$ cat src/rtl/tps_pkg.sv
// constants, field layout and pin-function encoding for the timer pin-function selector
// assumes a 32-bit classic wishbone register port with byte addresses
package tps_pkg;

  // register byte offsets
  localparam logic [7:0] ADR_OUT_DISABLE = 8'h00;
  localparam logic [7:0] ADR_TIMER_MODE  = 8'h04;
  localparam logic [7:0] ADR_IO_CTRL_AB  = 8'h08;
  localparam logic [7:0] ADR_IO_CTRL_CD  = 8'h0C;
  localparam logic [7:0] ADR_TIMER_CTRL2 = 8'h10;
  localparam logic [7:0] ADR_PIN_STATUS  = 8'h14;

  // timer_mode_reg fields
  localparam int MODE_PWM_B_BIT = 0;
  localparam int MODE_PWM_C_BIT = 1;
  localparam int MODE_PWM_D_BIT = 2;
  localparam int MODE_BUF_A_BIT = 3;
  localparam int MODE_BUF_B_BIT = 4;
  localparam int MODE_DPWM_BIT  = 5;

  // io control fields: three control bits, plus output-select bit 3 for c and d only
  localparam int IO_A_LSB       = 0;
  localparam int IO_B_LSB       = 4;
  localparam int IO_C_LSB       = 0;
  localparam int IO_D_LSB       = 4;
  localparam int IO_OUTSEL_BIT  = 3;

  // reset values
  localparam logic [3:0] RST_OUT_DISABLE = 4'hF;
  localparam logic [5:0] RST_TIMER_MODE  = 6'h20;
  localparam logic [7:0] RST_IO_CTRL_AB  = 8'h00;
  localparam logic [7:0] RST_IO_CTRL_CD  = 8'h88;
  localparam logic [1:0] RST_TIMER_CTRL2 = 2'h0;

  // function a pin currently has
  typedef enum logic [2:0] {
    FN_NONE = 3'h0,
    FN_CMP  = 3'h1,
    FN_CAP  = 3'h2,
    FN_TRIG = 3'h3,
    FN_PWM  = 3'h4,
    FN_DPWM = 3'h5
  } tps_fn_t;

endpackage

$ cat src/rtl/tps_pin_decode.sv
// decodes one timer pin's settings into the function it performs
// assumes configuration inputs are registered by the caller
`timescale 1ns/1ps
`default_nettype none
module tps_pin_decode #(
  parameter int PIN = 0
) (
  input  wire logic            od_i,
  input  wire logic            dpwm_i,
  input  wire logic            pwm_i,
  input  wire logic [2:0]      io_i,
  input  wire logic [1:0]      edge_i,
  output tps_pkg::tps_fn_t     fn_o
);

  logic cmp_code;

  // codes 001 and 01x select a compare waveform
  assign cmp_code = (io_i == 3'h1) || (io_i[2:1] == 2'h1);

  // earlier branches win; listed combinations never overlap
  always_comb begin
    fn_o = tps_pkg::FN_NONE;
    if (PIN == 0) begin
      if (!od_i && dpwm_i && cmp_code) begin
        fn_o = tps_pkg::FN_CMP;
      end else if (dpwm_i && io_i[2]) begin
        fn_o = tps_pkg::FN_CAP;
      end else if (od_i && !dpwm_i && (edge_i == 2'h1 || edge_i[1])) begin
        fn_o = tps_pkg::FN_TRIG;
      end
    end else begin
      if (PIN == 1 && !od_i && !dpwm_i) begin
        fn_o = tps_pkg::FN_DPWM;
      end else if (!od_i && dpwm_i && pwm_i) begin
        fn_o = tps_pkg::FN_PWM;
      end else if (!od_i && dpwm_i && !pwm_i && cmp_code) begin
        fn_o = tps_pkg::FN_CMP;
      end else if (dpwm_i && !pwm_i && io_i[2]) begin
        fn_o = tps_pkg::FN_CAP;
      end
    end
  end

endmodule
`default_nettype wire

$ cat src/rtl/tps_top.sv
// pin-function selection and compare-output routing for four timer pins
// assumes compare-match pulses and pwm waves come from the timer core on clk_i,
// and pin inputs are already synchronous to clk_i
//
// The register addresses and the Wishbone interface to the registers were left to the implementer.
`timescale 1ns/1ps
`default_nettype none
module tps_top (
  input  wire logic        clk_i,
  input  wire logic        rst_i,
  input  wire logic        wb_cyc_i,
  input  wire logic        wb_stb_i,
  input  wire logic        wb_we_i,
  input  wire logic [7:0]  wb_adr_i,
  input  wire logic [3:0]  wb_sel_i,
  input  wire logic [31:0] wb_dat_i,
  output logic      [31:0] wb_dat_o,
  output logic             wb_ack_o,
  input  wire logic [3:0]  cmp_match_i,
  input  wire logic [2:0]  pwm_wave_i,
  input  wire logic        dpwm_wave_i,
  input  wire logic [3:0]  pin_in_i,
  output logic      [3:0]  pin_out_o,
  output logic      [3:0]  pin_oe_o,
  output logic      [3:0]  capture_o,
  output logic             ext_trigger_o,
  output logic      [1:0]  buffer_en_o
);

  typedef struct packed {
    logic                          ack;
    logic [31:0]                   rdat;
    logic [3:0]                    od;
    logic [5:0]                    mode;
    logic [7:0]                    ioab;
    logic [7:0]                    iocd;
    logic [1:0]                    ctrl2;
    tps_pkg::tps_fn_t [3:0]        fn;
    logic [3:0]                    wave;
    logic [3:0]                    pout;
    logic [3:0]                    poe;
    logic [3:0]                    cap;
    logic                          trig;
  } tps_state_t;

  tps_state_t             st_r;
  tps_state_t             st_nxt;
  tps_pkg::tps_fn_t [3:0] dec_fn;
  logic [2:0]             io_a;
  logic [2:0]             io_b;
  logic [3:0]             io_c;
  logic [3:0]             io_d;
  logic                   dpwm;
  logic [3:0]             pwm_sel;
  logic [3:0]             pwm_w;
  logic                   reroute_c;
  logic                   reroute_d;
  logic                   req;

  // compare-match action: 00 hold, 01 low, 10 high, 11 toggle
  function automatic logic apply_action(input logic level, input logic [1:0] act);
    logic r;
    r = level;
    case (act)
      2'h1:    r = 1'b0;
      2'h2:    r = 1'b1;
      2'h3:    r = ~level;
      default: r = level;
    endcase
    return r;
  endfunction

  // field views of the configuration registers
  assign io_a      = st_r.ioab[tps_pkg::IO_A_LSB +: 3];
  assign io_b      = st_r.ioab[tps_pkg::IO_B_LSB +: 3];
  assign io_c      = st_r.iocd[tps_pkg::IO_C_LSB +: 4];
  assign io_d      = st_r.iocd[tps_pkg::IO_D_LSB +: 4];
  assign dpwm      = st_r.mode[tps_pkg::MODE_DPWM_BIT];
  assign pwm_sel   = {st_r.mode[tps_pkg::MODE_PWM_D_BIT],
                      st_r.mode[tps_pkg::MODE_PWM_C_BIT],
                      st_r.mode[tps_pkg::MODE_PWM_B_BIT],
                      1'b0};
  assign pwm_w     = {pwm_wave_i, 1'b0};
  // output-select bit at 0 hands channel c/d compares to pins a/b
  assign reroute_c = !io_c[tps_pkg::IO_OUTSEL_BIT];
  assign reroute_d = !io_d[tps_pkg::IO_OUTSEL_BIT];
  assign req       = wb_cyc_i && wb_stb_i && !st_r.ack;

  // one decoder per pin, all fed from registered settings
  for (genvar g = 0; g < 4; g++) begin : g_dec
    logic [2:0] io_g;
    assign io_g = (g == 0) ? io_a : (g == 1) ? io_b : (g == 2) ? io_c[2:0] : io_d[2:0];
    tps_pin_decode #(
      .PIN (g)
    ) u_dec (
      .od_i   (st_r.od[g]),
      .dpwm_i (dpwm),
      .pwm_i  (pwm_sel[g]),
      .io_i   (io_g),
      .edge_i (st_r.ctrl2),
      .fn_o   (dec_fn[g])
    );
  end

  // next-state: bus slave, compare latches and pin multiplexers
  always_comb begin
    logic [3:0] w;
    w      = st_r.wave;
    st_nxt = st_r;

    // ack for one cycle, then drop so a held strobe is not taken twice
    st_nxt.ack  = req;
    st_nxt.rdat = 32'h0;
    if (req && wb_we_i && wb_sel_i[0]) begin
      case (wb_adr_i)
        tps_pkg::ADR_OUT_DISABLE: begin
          st_nxt.od = wb_dat_i[3:0];
        end
        tps_pkg::ADR_TIMER_MODE: begin
          st_nxt.mode = wb_dat_i[5:0];
        end
        tps_pkg::ADR_IO_CTRL_AB: begin
          st_nxt.ioab = {1'b0, wb_dat_i[6:4], 1'b0, wb_dat_i[2:0]};
        end
        tps_pkg::ADR_IO_CTRL_CD: begin
          st_nxt.iocd = wb_dat_i[7:0];
        end
        tps_pkg::ADR_TIMER_CTRL2: begin
          st_nxt.ctrl2 = wb_dat_i[1:0];
        end
        default: begin
          st_nxt.ctrl2 = st_r.ctrl2;
        end
      endcase
    end
    // unmapped addresses read zero but are still acknowledged
    if (req && !wb_we_i) begin
      case (wb_adr_i)
        tps_pkg::ADR_OUT_DISABLE: st_nxt.rdat = {28'h0, st_r.od};
        tps_pkg::ADR_TIMER_MODE:  st_nxt.rdat = {26'h0, st_r.mode};
        tps_pkg::ADR_IO_CTRL_AB:  st_nxt.rdat = {24'h0, st_r.ioab};
        tps_pkg::ADR_IO_CTRL_CD:  st_nxt.rdat = {24'h0, st_r.iocd};
        tps_pkg::ADR_TIMER_CTRL2: st_nxt.rdat = {30'h0, st_r.ctrl2};
        tps_pkg::ADR_PIN_STATUS:  st_nxt.rdat = {20'h0, st_r.fn};
        default:                  st_nxt.rdat = 32'h0;
      endcase
    end

    // pin a latch: match a first, then rerouted match c, so c wins a tie
    if (cmp_match_i[0]) begin
      w[0] = apply_action(w[0], io_a[1:0]);
    end
    if (cmp_match_i[2] && reroute_c) begin
      w[0] = apply_action(w[0], io_c[1:0]);
    end
    // pin b latch: match b, then rerouted match d
    if (cmp_match_i[1]) begin
      w[1] = apply_action(w[1], io_b[1:0]);
    end
    if (cmp_match_i[3] && reroute_d) begin
      w[1] = apply_action(w[1], io_d[1:0]);
    end
    // pins c and d keep their own compare only when not rerouted
    if (cmp_match_i[2] && !reroute_c) begin
      w[2] = apply_action(w[2], io_c[1:0]);
    end
    if (cmp_match_i[3] && !reroute_d) begin
      w[3] = apply_action(w[3], io_d[1:0]);
    end
    st_nxt.wave = w;

    // pin drivers follow the decoded function; none means hands off
    st_nxt.fn   = dec_fn;
    st_nxt.pout = 4'h0;
    st_nxt.poe  = 4'h0;
    st_nxt.cap  = 4'h0;
    st_nxt.trig = 1'b0;
    for (int i = 0; i < 4; i++) begin
      case (dec_fn[i])
        tps_pkg::FN_CMP: begin
          st_nxt.pout[i] = w[i];
          // a rerouted channel leaves its own pin undriven
          st_nxt.poe[i]  = !((i == 2 && reroute_c) || (i == 3 && reroute_d));
        end
        tps_pkg::FN_PWM: begin
          st_nxt.pout[i] = pwm_w[i];
          st_nxt.poe[i]  = 1'b1;
        end
        tps_pkg::FN_DPWM: begin
          st_nxt.pout[i] = dpwm_wave_i;
          st_nxt.poe[i]  = 1'b1;
        end
        tps_pkg::FN_CAP: begin
          st_nxt.cap[i] = pin_in_i[i];
        end
        tps_pkg::FN_TRIG: begin
          st_nxt.trig = pin_in_i[0];
        end
        default: begin
          st_nxt.poe[i] = 1'b0;
        end
      endcase
    end
  end

  // single state register, synchronous reset
  always_ff @(posedge clk_i) begin
    if (rst_i) begin
      st_r       <= '0;
      st_r.od    <= tps_pkg::RST_OUT_DISABLE;
      st_r.mode  <= tps_pkg::RST_TIMER_MODE;
      st_r.ioab  <= tps_pkg::RST_IO_CTRL_AB;
      st_r.iocd  <= tps_pkg::RST_IO_CTRL_CD;
      st_r.ctrl2 <= tps_pkg::RST_TIMER_CTRL2;
    end else begin
      st_r <= st_nxt;
    end
  end

  // outputs straight from the state register
  assign wb_dat_o      = st_r.rdat;
  assign wb_ack_o      = st_r.ack;
  assign pin_out_o     = st_r.pout;
  assign pin_oe_o      = st_r.poe;
  assign capture_o     = st_r.cap;
  assign ext_trigger_o = st_r.trig;
  // buffer mode is left to the timer core; rerouting expects it off
  assign buffer_en_o   = {st_r.mode[tps_pkg::MODE_BUF_B_BIT], st_r.mode[tps_pkg::MODE_BUF_A_BIT]};
endmodule
`default_nettype wire

$ cat config.mk
export PLATFORM = sky130hd
export DESIGN_NAME = tps_top
export DESIGN_NICKNAME = d
export VERILOG_FILES = /design/src/rtl/tps_pkg.sv /design/src/rtl/tps_pin_decode.sv /design/src/rtl/tps_top.sv
export SDC_FILE = /design/constraint.sdc
export NUM_CORES = 1
export LEC_CHECK = 0
export ABC_AREA = 1
export BUFFER_PORTS_ARGS = -buffer_cell sky130_fd_sc_hd__buf_2
export CORE_MARGIN = 2
export CORE_UTILIZATION = 40
export CTS_CLUSTER_SIZE = 20
export DETAILED_ROUTE_END_ITERATION = 10
export PLACE_DENSITY = 0.68
export SYNTH_ARGS = -nofsm -noshare
export SYNTH_HDL_FRONTEND = slang
export SYNTH_HIERARCHICAL = 1
export SYNTH_SLANG_ARGS = --single-unit
export TNS_END_PERCENT = 50
$ cat constraint.sdc
create_clock -name clk_i -period 1.4 [get_ports clk_i]
set_input_delay 0.21 -clock clk_i [delete_from_list [all_inputs] [get_ports clk_i]]
set_output_delay 0.21 -clock clk_i [all_outputs]
set_load 0.1 [all_outputs]
Yosys cells after proc, flatten, opt, wreduce, memory -nomap -nowiden
Index checks and enable logic that the tools add are counted.
{"block": "totals", "input_bits": 61, "regBits": 88, "wordCells": 179, "output_inout_bits": 48}
{"block": "op_classes", "reduce_logical": 65, "n_eq_ne": 46, "bitwise": 11, "mux": 38}
{"op": "one-hot mux 12 bit (6 select lines)", "count": 1}
{"op": "logical AND 1 bit", "count": 33}
{"op": "2-to-1 mux 3 bit", "count": 9}
{"op": "one-hot mux 1 bit (3 select lines)", "count": 9}
{"op": "equality test 3 x 1 -> 1 bit, second input constant", "count": 8}
{"op": "equality test 3 x 2 -> 1 bit, second input constant", "count": 8}
{"op": "equality test 3 bit, second input constant", "count": 8}
{"op": "equality test 2 x 1 -> 1 bit, second input constant", "count": 9}
{"op": "equality test 2 bit, second input constant", "count": 8}
{"op": "equality test 8 x 4 -> 1 bit, second input constant", "count": 2}
{"op": "equality test 8 x 5 -> 1 bit, second input constant", "count": 2}
{"op": "OR reduction 2 bit", "count": 7}
{"op": "zero test 1 bit", "count": 12}
{"op": "2-to-1 mux 1 bit", "count": 12}
{"op": "inverter 1 bit", "count": 11}
{"op": "AND reduction 2 bit", "count": 5}
{"op": "equality test 8 x 3 -> 1 bit, second input constant", "count": 1}
{"op": "zero test 8 bit", "count": 1}
{"op": "2-to-1 mux 2 bit", "count": 4}
{"op": "one-hot mux 1 bit (2 select lines)", "count": 3}
{"op": "OR reduction 3 bit", "count": 2}
{"op": "logical OR 1 bit", "count": 5}

Depth between registers and ports, before layout
Gate-level depths: netlist (run 1).
{"block": "depth", "depth_word": 11, "ltp_mapped": 10, "mapped_depth_nobuf": 10}

Cells and area by module
The synthesis (run 1) kept the hierarchy.
{"module": "tps_top", "seq_area_each_um2": 1361.3, "instances": 1, "cells_each": 426, "area_each_um2": 3233.1}
{"module": "tps_pin_decode at g_dec[2].u_dec ...", "seq_area_each_um2": 0.0, "instances": 2, "cells_each": 10, "area_each_um2": 40.0}
{"module": "tps_pin_decode at g_dec[0].u_dec", "seq_area_each_um2": 0.0, "instances": 1, "cells_each": 14, "area_each_um2": 61.3}
{"module": "tps_pin_decode at g_dec[1].u_dec", "seq_area_each_um2": 0.0, "instances": 1, "cells_each": 11, "area_each_um2": 51.3}

Worst setup path after synthesis (run 1)
Ideal clock, no wire load.
{"block": "synth_timing", "path_type": "register -> register", "start": "reg st_r, in the netlist wb_ack_o", "end": "reg st_r[29] in the netlist's numbering", "t_required_ps": 1282, "period_less_slack_ps": 1736, "arrival_time_ps": 1618, "path_buffers": 1, "setup_time_ps": 118, "path_slack_ps": -336, "path_stages_with_launch": 7, "path_cell_list": "dfxtp_1 > nor2_2 > nand3_4 > buf_6 > nor2_1 > o21ai_0 > nor2_1"}
{"block": "synth_between", "elab_chain_cells": 5}
{"item": "start: declaration", "line": "tps_top.sv:46", "text": "tps_state_t st_r;"}
{"item": "start signal: assignment", "line": "tps_top.sv:216", "text": "st_r <= st_nxt;"}
{"item": "zero test 1 bit", "line": "tps_top.sv:87", "text": "assign req = wb_cyc_i && wb_stb_i && !st_r.ack;"}
{"item": "logical AND 1 bit", "line": "tps_top.sv:87"}
{"item": "logical AND 1 bit (2 in series)", "line": "tps_top.sv:114", "text": "if (req && wb_we_i && wb_sel_i[0]) begin"}
{"item": "AND reduction 2 bit (no source line)"}
Every way passes these cells.
A chain may end at the register's enable or synchronous reset.

Worst setup path after layout (run 1)
{"block": "layout_timing", "start": "reg st_r, in the netlist buffer_en_o[0]", "end": "out buffer_en_o[0]"}
{"item": "end: declaration", "line": "tps_top.sv:27", "text": "output logic [1:0] buffer_en_o"}
No word-level cell between the ends.

==> results of run 1 <==
==> per-stage QoR <==
stage | cells | setup slack [ns] | power (W)
finish | 647 | 0.0487 | 0.00398
global route | 647 | -0.0156 | 0.00414
CTS | 646 | 0.000886 | 0.00400
detailed placement | 630 | -0.0446 | 0.00243
global placement | 630 | -0.0550 | 0.00243
floorplan | 490 | 0.114 | 0.00238
==> power by group <==
part	leakage, nW	switching (W)	total [W]	internal (W)
registers	0.549	0.00000213	0.00194	0.00193
logic	1.31	0.000384	0.000458	0.0000742
clock network	0.0991	0.000724	0.00159	0.000862
==> cells in the final DEF (no fill, tap or decap), types with 9 or more instances in the layout <==
| master | instances |
|---|---|
| nor2_1 | 70 |
| dfxtp_1 | 66 |
| nand2_1 | 63 |
| nand3_1 | 61 |
| buf_2 | 60 |
| inv_1 | 41 |
| buf_4 | 32 |
| conb_1 | 21 |
| o21ai_0 | 20 |
| nor2_2 | 12 |
| nor3_1 | 11 |
| inv_2 | 10 |
| clkbuf_8 | 10 |
| nor2_4 | 9 |
==> registers in the layout, summed over array words and instances, names as in the netlist <==
name / cells
st_r: 22
g_dec.io_g: 12
wb_dat_o: 12
capture_o: 4
pin_oe_o: 4
pin_out_o: 4
pwm_sel: 3
buffer_en_o: 2
dpwm: 1
ext_trigger_o: 1
io_c: 1
io_d: 1
wb_ack_o: 1
==> worst reg2reg max path, stage by stage (launching register included) <==
cell	delay [ns]
dfxtp_4	0.38
buf_4	0.16
nand2_1	0.06
nor2_1	0.13
inv_1	0.13
nor2_2	0.12
nand3_1	0.08
a31oi_1	0.16
==> kinds of logic after synthesis <==
family	count (synthesis)	share of synthesized area
compound gates	44	0.0712
buf+inv	109	0.181
flops	68	0.397
other cells	2	0.00219
simple gates	248	0.348
==> metal layers <==
metal,part of all wire,track usage
met3,0.085,0.0652
met1,0.44,0.235
met2,0.46,0.321
met4,0.017,0.0516
met5,0,0
==> path summary, 6_finish.rpt <==
path                    endpoint  slack (ns)           start  cells past startpoint
setup / recovery  buffer_en_o[0]        0.05  buffer_en_o[0]                      1
hold reg to reg      wb_dat_o[8]        0.41        st_r[25]                      2
setup reg to reg    pin_out_o[3]        0.10            dpwm                      7
hold / removal      capture_o[1]        0.11     pin_in_i[1]                      2
==> final cells by class <==
class,instances,area [µm²]
Multi-Input combinational cell,313,1570
Sequential cell,68,1370
Fill cell,855,4250
Clock buffer,11,141
Tap cell,105,131
Timing Repair Buffer,93,548
Inverter,52,195
Clock inverter,5,52.6
==> what timing repair did <==
| item | 4_1_cts | 5_1_grt |
|---|---|---|
| setup endpoints to repair | 3 | 24 |
| cloned | 0 | 0 |
| setup buffers | 0 | 1 |
| pin swaps | 0 | 1 |
| resized for setup | 1 | 21 |
==> impl_results.md, run 1 <==
* Status: finished, final reports clean
* CP max FO at 3
* Final hold slack at 0.113 ns
* Final total negative setup slack at 0 ns
* Die Y at 96.5 µm
* Mapped cell area at 3430 µm²
* Top cells by instance count after synthesis: nor2_1, dfxtp_1, nand2_1
* Post-Synthesis Mean Instance Area at 7.27 µm²
* Synth area leader: dfxtp_1
* Yosys Warn Count at 6
* Initial antenna violation count at 0
* VDD IR max at 0.490 mV
* Area contributors post-synth: dfxtp_1, buf_4, nand3_1, nor2_1, nand2_1
* CTS sink cnt at 68
* Antenna cell count at 0
* NumNets Final at 598
* Hold_buf cts at 0
* CP endpoint kind: output port
* HP Class: input port to register
* Fin crit share at 0.965
* Crit path max-delay family: buffers and inverters
* Most instantiated library cell after synthesis: nor2_1
* I/O Buffers at 61
* Data arrival, critical path at 1.14 ns
* Via count at 3114
* H-tree Lvls at 3
* FF+latch count, synth at 68
* F_max at 0.740 GHz
* Vias in the first global route at 2934
* Setup crit start kind: register
* Area share of the largest cell type after synthesis at 0.397
* Total congestion overflow at 0
* Bufs and invs on worst path at 1
* Routed wire length at 8390 µm
* Vias per Instance at 4.81
* Tot GR Track Use at 0.191
* Final min period at 1.35 ns
* CTS tree: yes
* DRT antenna net count at 0
* Die width at 96.5 µm
* Crit-path cells: buf_2
* Number of flops mapped to enable cells by yosys at 0
* Max clock buf depth at 2
* Global-route wire length before repair at 13400 µm
* Largest net degree at the start of global routing at 29
* 1st-pass router iterations at 4
* Core area at 8260 µm²
* Die area at 9320 µm²
* Synth-to-layout area growth at 16.9%
* Static leakage at 1.96 nW
* Max-cap violations at 0
* Worst EP required at 1.19 ns
* Register area share after synthesis at 0.397
* Post-Route Skew at 0.0102 ns
* Synth Instances at 471
* Ys flop type: dfxtp_1
* Worst-skew pair later-pin latency at 0.34 ns
* Hold Vio Cnt, Final at 0
* CP peak stage delay at 0.44 ns
* Initial Utilization at 0.415
* Worst-path clk slew at 0.07 ns
* Crit path kind: register to output port
* Drt wl/cell at 13.0 µm
* Util after Layout at 0.485
* Distinct cells, synth at 35
* Setup violations, final at 0
* Layout cell share with drive strength beyond 1 at 0.286
* Num CTS Buffers at 9
* First DRT Iteration DRCs at 200
* Site Rows at 33
* Slowest cell on the critical path: buf_2
* I/O Pins at 109
* Fin area at 4000 µm²
* FFs w/ async S/R, synth at 0
* Gpl congestion at 0.898
* Post-placement cell area at 3740 µm²
* Fin. max-slew vios at 0
* Pwr per Cell Area at 994 nW/µm²
* Post-detail-place hpwl at 6570 µm
* Root Driver: clkbuf_8
* DRC viols at 0
Power figures use the tool's default switching activity.
==> run 2, diff against run 1 <==
--- a/config.mk
+++ b/config.mk
@@ -7,11 +7,15 @@
 export LEC_CHECK = 0
 export ABC_AREA = 1
 export BUFFER_PORTS_ARGS = -buffer_cell sky130_fd_sc_hd__buf_2
+export CELL_PAD_IN_SITES_DETAIL_PLACEMENT = 1
+export CELL_PAD_IN_SITES_GLOBAL_PLACEMENT = 2
 export CORE_MARGIN = 2
-export CORE_UTILIZATION = 40
+export CORE_UTILIZATION = 25
+export CTS_CLUSTER_DIAMETER = 50
 export CTS_CLUSTER_SIZE = 20
 export DETAILED_ROUTE_END_ITERATION = 10
-export PLACE_DENSITY = 0.68
+export GPL_ROUTABILITY_DRIVEN = 0
+export PLACE_DENSITY_LB_ADDON = 0.1
 export SYNTH_ARGS = -nofsm -noshare
 export SYNTH_HDL_FRONTEND = slang
 export SYNTH_HIERARCHICAL = 1
==> impl_results.md, run 2 (synthesis results as in run 1) <==
* Vias per Instance at 4.31 (was 4.81)
* Static leakage at 2.06 nW (was 1.96 nW)
* Via count at 3126 (was 3114)
* Status: finished with violations (was finished, final reports clean)
* Tot GR Track Use at 0.156 (was 0.191)
* Most frequent cells in the layout: nor2_1, dfxtp_1, nand2_1 (unchanged)
* Setup crit start kind: register (unchanged)
* Synth-to-layout area growth at 27.5% (was 16.9%)
* Die area at 14700 µm² (was 9320 µm²)
* Max reg flops at 22 (unchanged)
* Fin crit share at 1.00 (was 0.965)
* Largest register by flop count: st_r (unchanged)
* Crit-path cells: buf_6, inv_2, nor2_4, nor2_2, inv_1, a21oi_2, o21ai_1, a21boi_2 (was buf_2)
* CP max FO at 6 (was 3)
* CP peak stage delay at 0.36 ns (was 0.44 ns)
* Drt wl/cell at 14.9 µm (was 13.0 µm)
* Site Rows at 42 (was 33)
* Fin. max-slew vios at 0 (unchanged)
* Util after Layout at 0.329 (was 0.485)
* Violated checks: negative setup slack
* Switching share of power at 0.276 (was 0.279)
* Core area at 13300 µm² (was 8260 µm²)
* Root Driver: clkbuf_16 (was clkbuf_8)
* CTS tree: yes (unchanged)
* P_int at 0.00351 W (was 0.00287 W)
* F_max at 0.713 GHz (was 0.740 GHz)
* Post-Route Skew at 0.00676 ns (was 0.0102 ns)
* Total congestion overflow at 0 (unchanged)
* Slowest cell on the critical path: dfxtp_4 (was buf_2)
* Clock share of power at 0.503 (was 0.398)
* Routed wire length at 10800 µm (was 8390 µm)
* Initial antenna violation count at 0 (unchanged)
* Crit path kind: register to register (was register to output port)
* Initial Utilization at 0.258 (was 0.415)
* DRC viols at 0 (unchanged)
* Commonest non-fill, non-tap cell in the layout: nor2_1 (unchanged)
* Hold Vio Cnt, Final at 0 (unchanged)
* I/O Buffers at 61 (unchanged)
* Post-detail-place hpwl at 8540 µm (was 6570 µm)
* Worst-path clk slew at 0.06 ns (was 0.07 ns)
* Bufs and invs on worst path at 3 (was 1)
* Global-route wire length before repair at 16700 µm (was 13400 µm)
* Setup violations, final at 1 (was 0)
* Largest net degree at the start of global routing at 29 (unchanged)
* Post-placement cell area at 3910 µm² (was 3740 µm²)
* Final total negative setup slack at -0.00187 ns (was 0 ns)
* HP Class: input port to register (unchanged)
* RSZ-0062 raised after global routing: true
* First DRT Iteration DRCs at 87 (was 200)
* Data arrival, critical path at 1.68 ns (was 1.14 ns)
* Die width at 121 µm (was 96.5 µm)
* Psw at 0.00134 W (was 0.00111 W)
* Vias in the first global route at 3022 (was 2934)
* Worst EP required at 1.68 ns (was 1.19 ns)
* Num CTS Buffers at 9 (unchanged)
* NumNets Final at 605 (was 598)
* CTS sink cnt at 68 (unchanged)
* Max-cap violations at 0 (unchanged)
* Logic pwr share at 0.098 (was 0.115)
* # fillers at 1661 (was 855)
* DRT antenna net count at 0 (unchanged)
* VDD IR max at 0.551 mV (was 0.490 mV)
* Min setup slack post-route at -0.00187 ns (was 0.0487 ns)
* Worst-skew pair later-pin latency at 0.35 ns (was 0.34 ns)
* Fin area at 4370 µm² (was 4000 µm²)
* CP endpoint kind: register (was output port)
* Final min period at 1.40 ns (was 1.35 ns)
* Die Y at 121 µm (was 96.5 µm)
* Share of power burned in registers at 0.400 (was 0.487)
* Crit path max-delay family: flip-flops (was buffers and inverters)
* Layout cell share with drive strength beyond 1 at 0.317 (was 0.286)
* Max clock buf depth at 2 (unchanged)
* 1st-pass router iterations at 4 (unchanged)
* Antenna cell count at 0 (unchanged)
* Pwr per Cell Area at 1110 nW/µm² (was 994 nW/µm²)
* H-tree Lvls at 3 (unchanged)
* I/O Pins at 109 (unchanged)
## run 2: final timing paths
path | slack (ns) | from | cells past startpoint | end
hold / removal | 0.09 | wb_dat_i[7] | 3 | io_d[3]
setup reg to reg | -0.002 | dpwm | 8 | pin_out_o[1]
hold reg to reg | 0.42 | st_r[25] | 2 | wb_dat_o[8]
setup / recovery | -0.002 | dpwm | 8 | pin_out_o[1]
## run 2: what timing repair did
item | CTS | global route
resized for setup | 6 | 32
buffers inserted | 0 | 3
pin swaps | 2 | 11
hold buffers | 0 | 0
hold endpoints to repair | 0 | 0
setup endpoints to repair | 6 | 21
## run 2: area by class of cell
type	count	area, µm²	share of cell area
multi-input cells	313	1620	0.371
inverters	52	195	0.0447
clock buffers	10	250	0.0573
repair buffers	100	644	0.148
clock inverters	6	68.8	0.0158
well taps	176	220	0.0504
flip-flops and latches	68	1370	0.313
## run 2: power by group through the flow
stage / Combinational [W] / Sequential, W / Clock (W)
2_1_floorplan: 0.000390 / 0.00199 / 0
5_1_grt: 0.000499 / 0.00194 / 0.00261
3_3_place_gp: 0.000469 / 0.00198 / 0
6_report: 0.000473 / 0.00194 / 0.00244
4_1_cts: 0.000472 / 0.00194 / 0.00251
3_5_place_dp: 0.000471 / 0.00198 / 0
## run 2: worst reg2reg max path, stage by stage (launching register included)
cell and delay, ns:
dfxtp_4 0.36, buf_6 0.13, inv_2 0.07, nor2_4 0.05, nor2_2 0.25, inv_1 0.12, a21oi_2 0.11, o21ai_1 0.09
a21boi_2 0.15
## run 2: per-stage QoR
step                total power [W]  setup slack [ns]  instances  hold WS, ns
global placement            0.00245           -0.0550        706        0.411
global route                0.00505           -0.0809        725        0.108
CTS                         0.00492          0.000562        722       0.0826
detailed placement          0.00245            -0.106        706        0.412
floorplan                   0.00238             0.114        490        0.336
finish                      0.00485          -0.00187        725       0.0901
## run 2: metal layers
| layer | up-vias | GRT usage | share of wire |
|---|---|---|---|
| met2 | 65 | 0.233 | 0.44 |
| met4 | 0 | 0.0698 | 0.020 |
| met3 | 15 | 0.0273 | 0.042 |
| met1 | 1463 | 0.218 | 0.50 |
| met5 | - | 0 | 0 |
| li1 | 1583 | - | - |
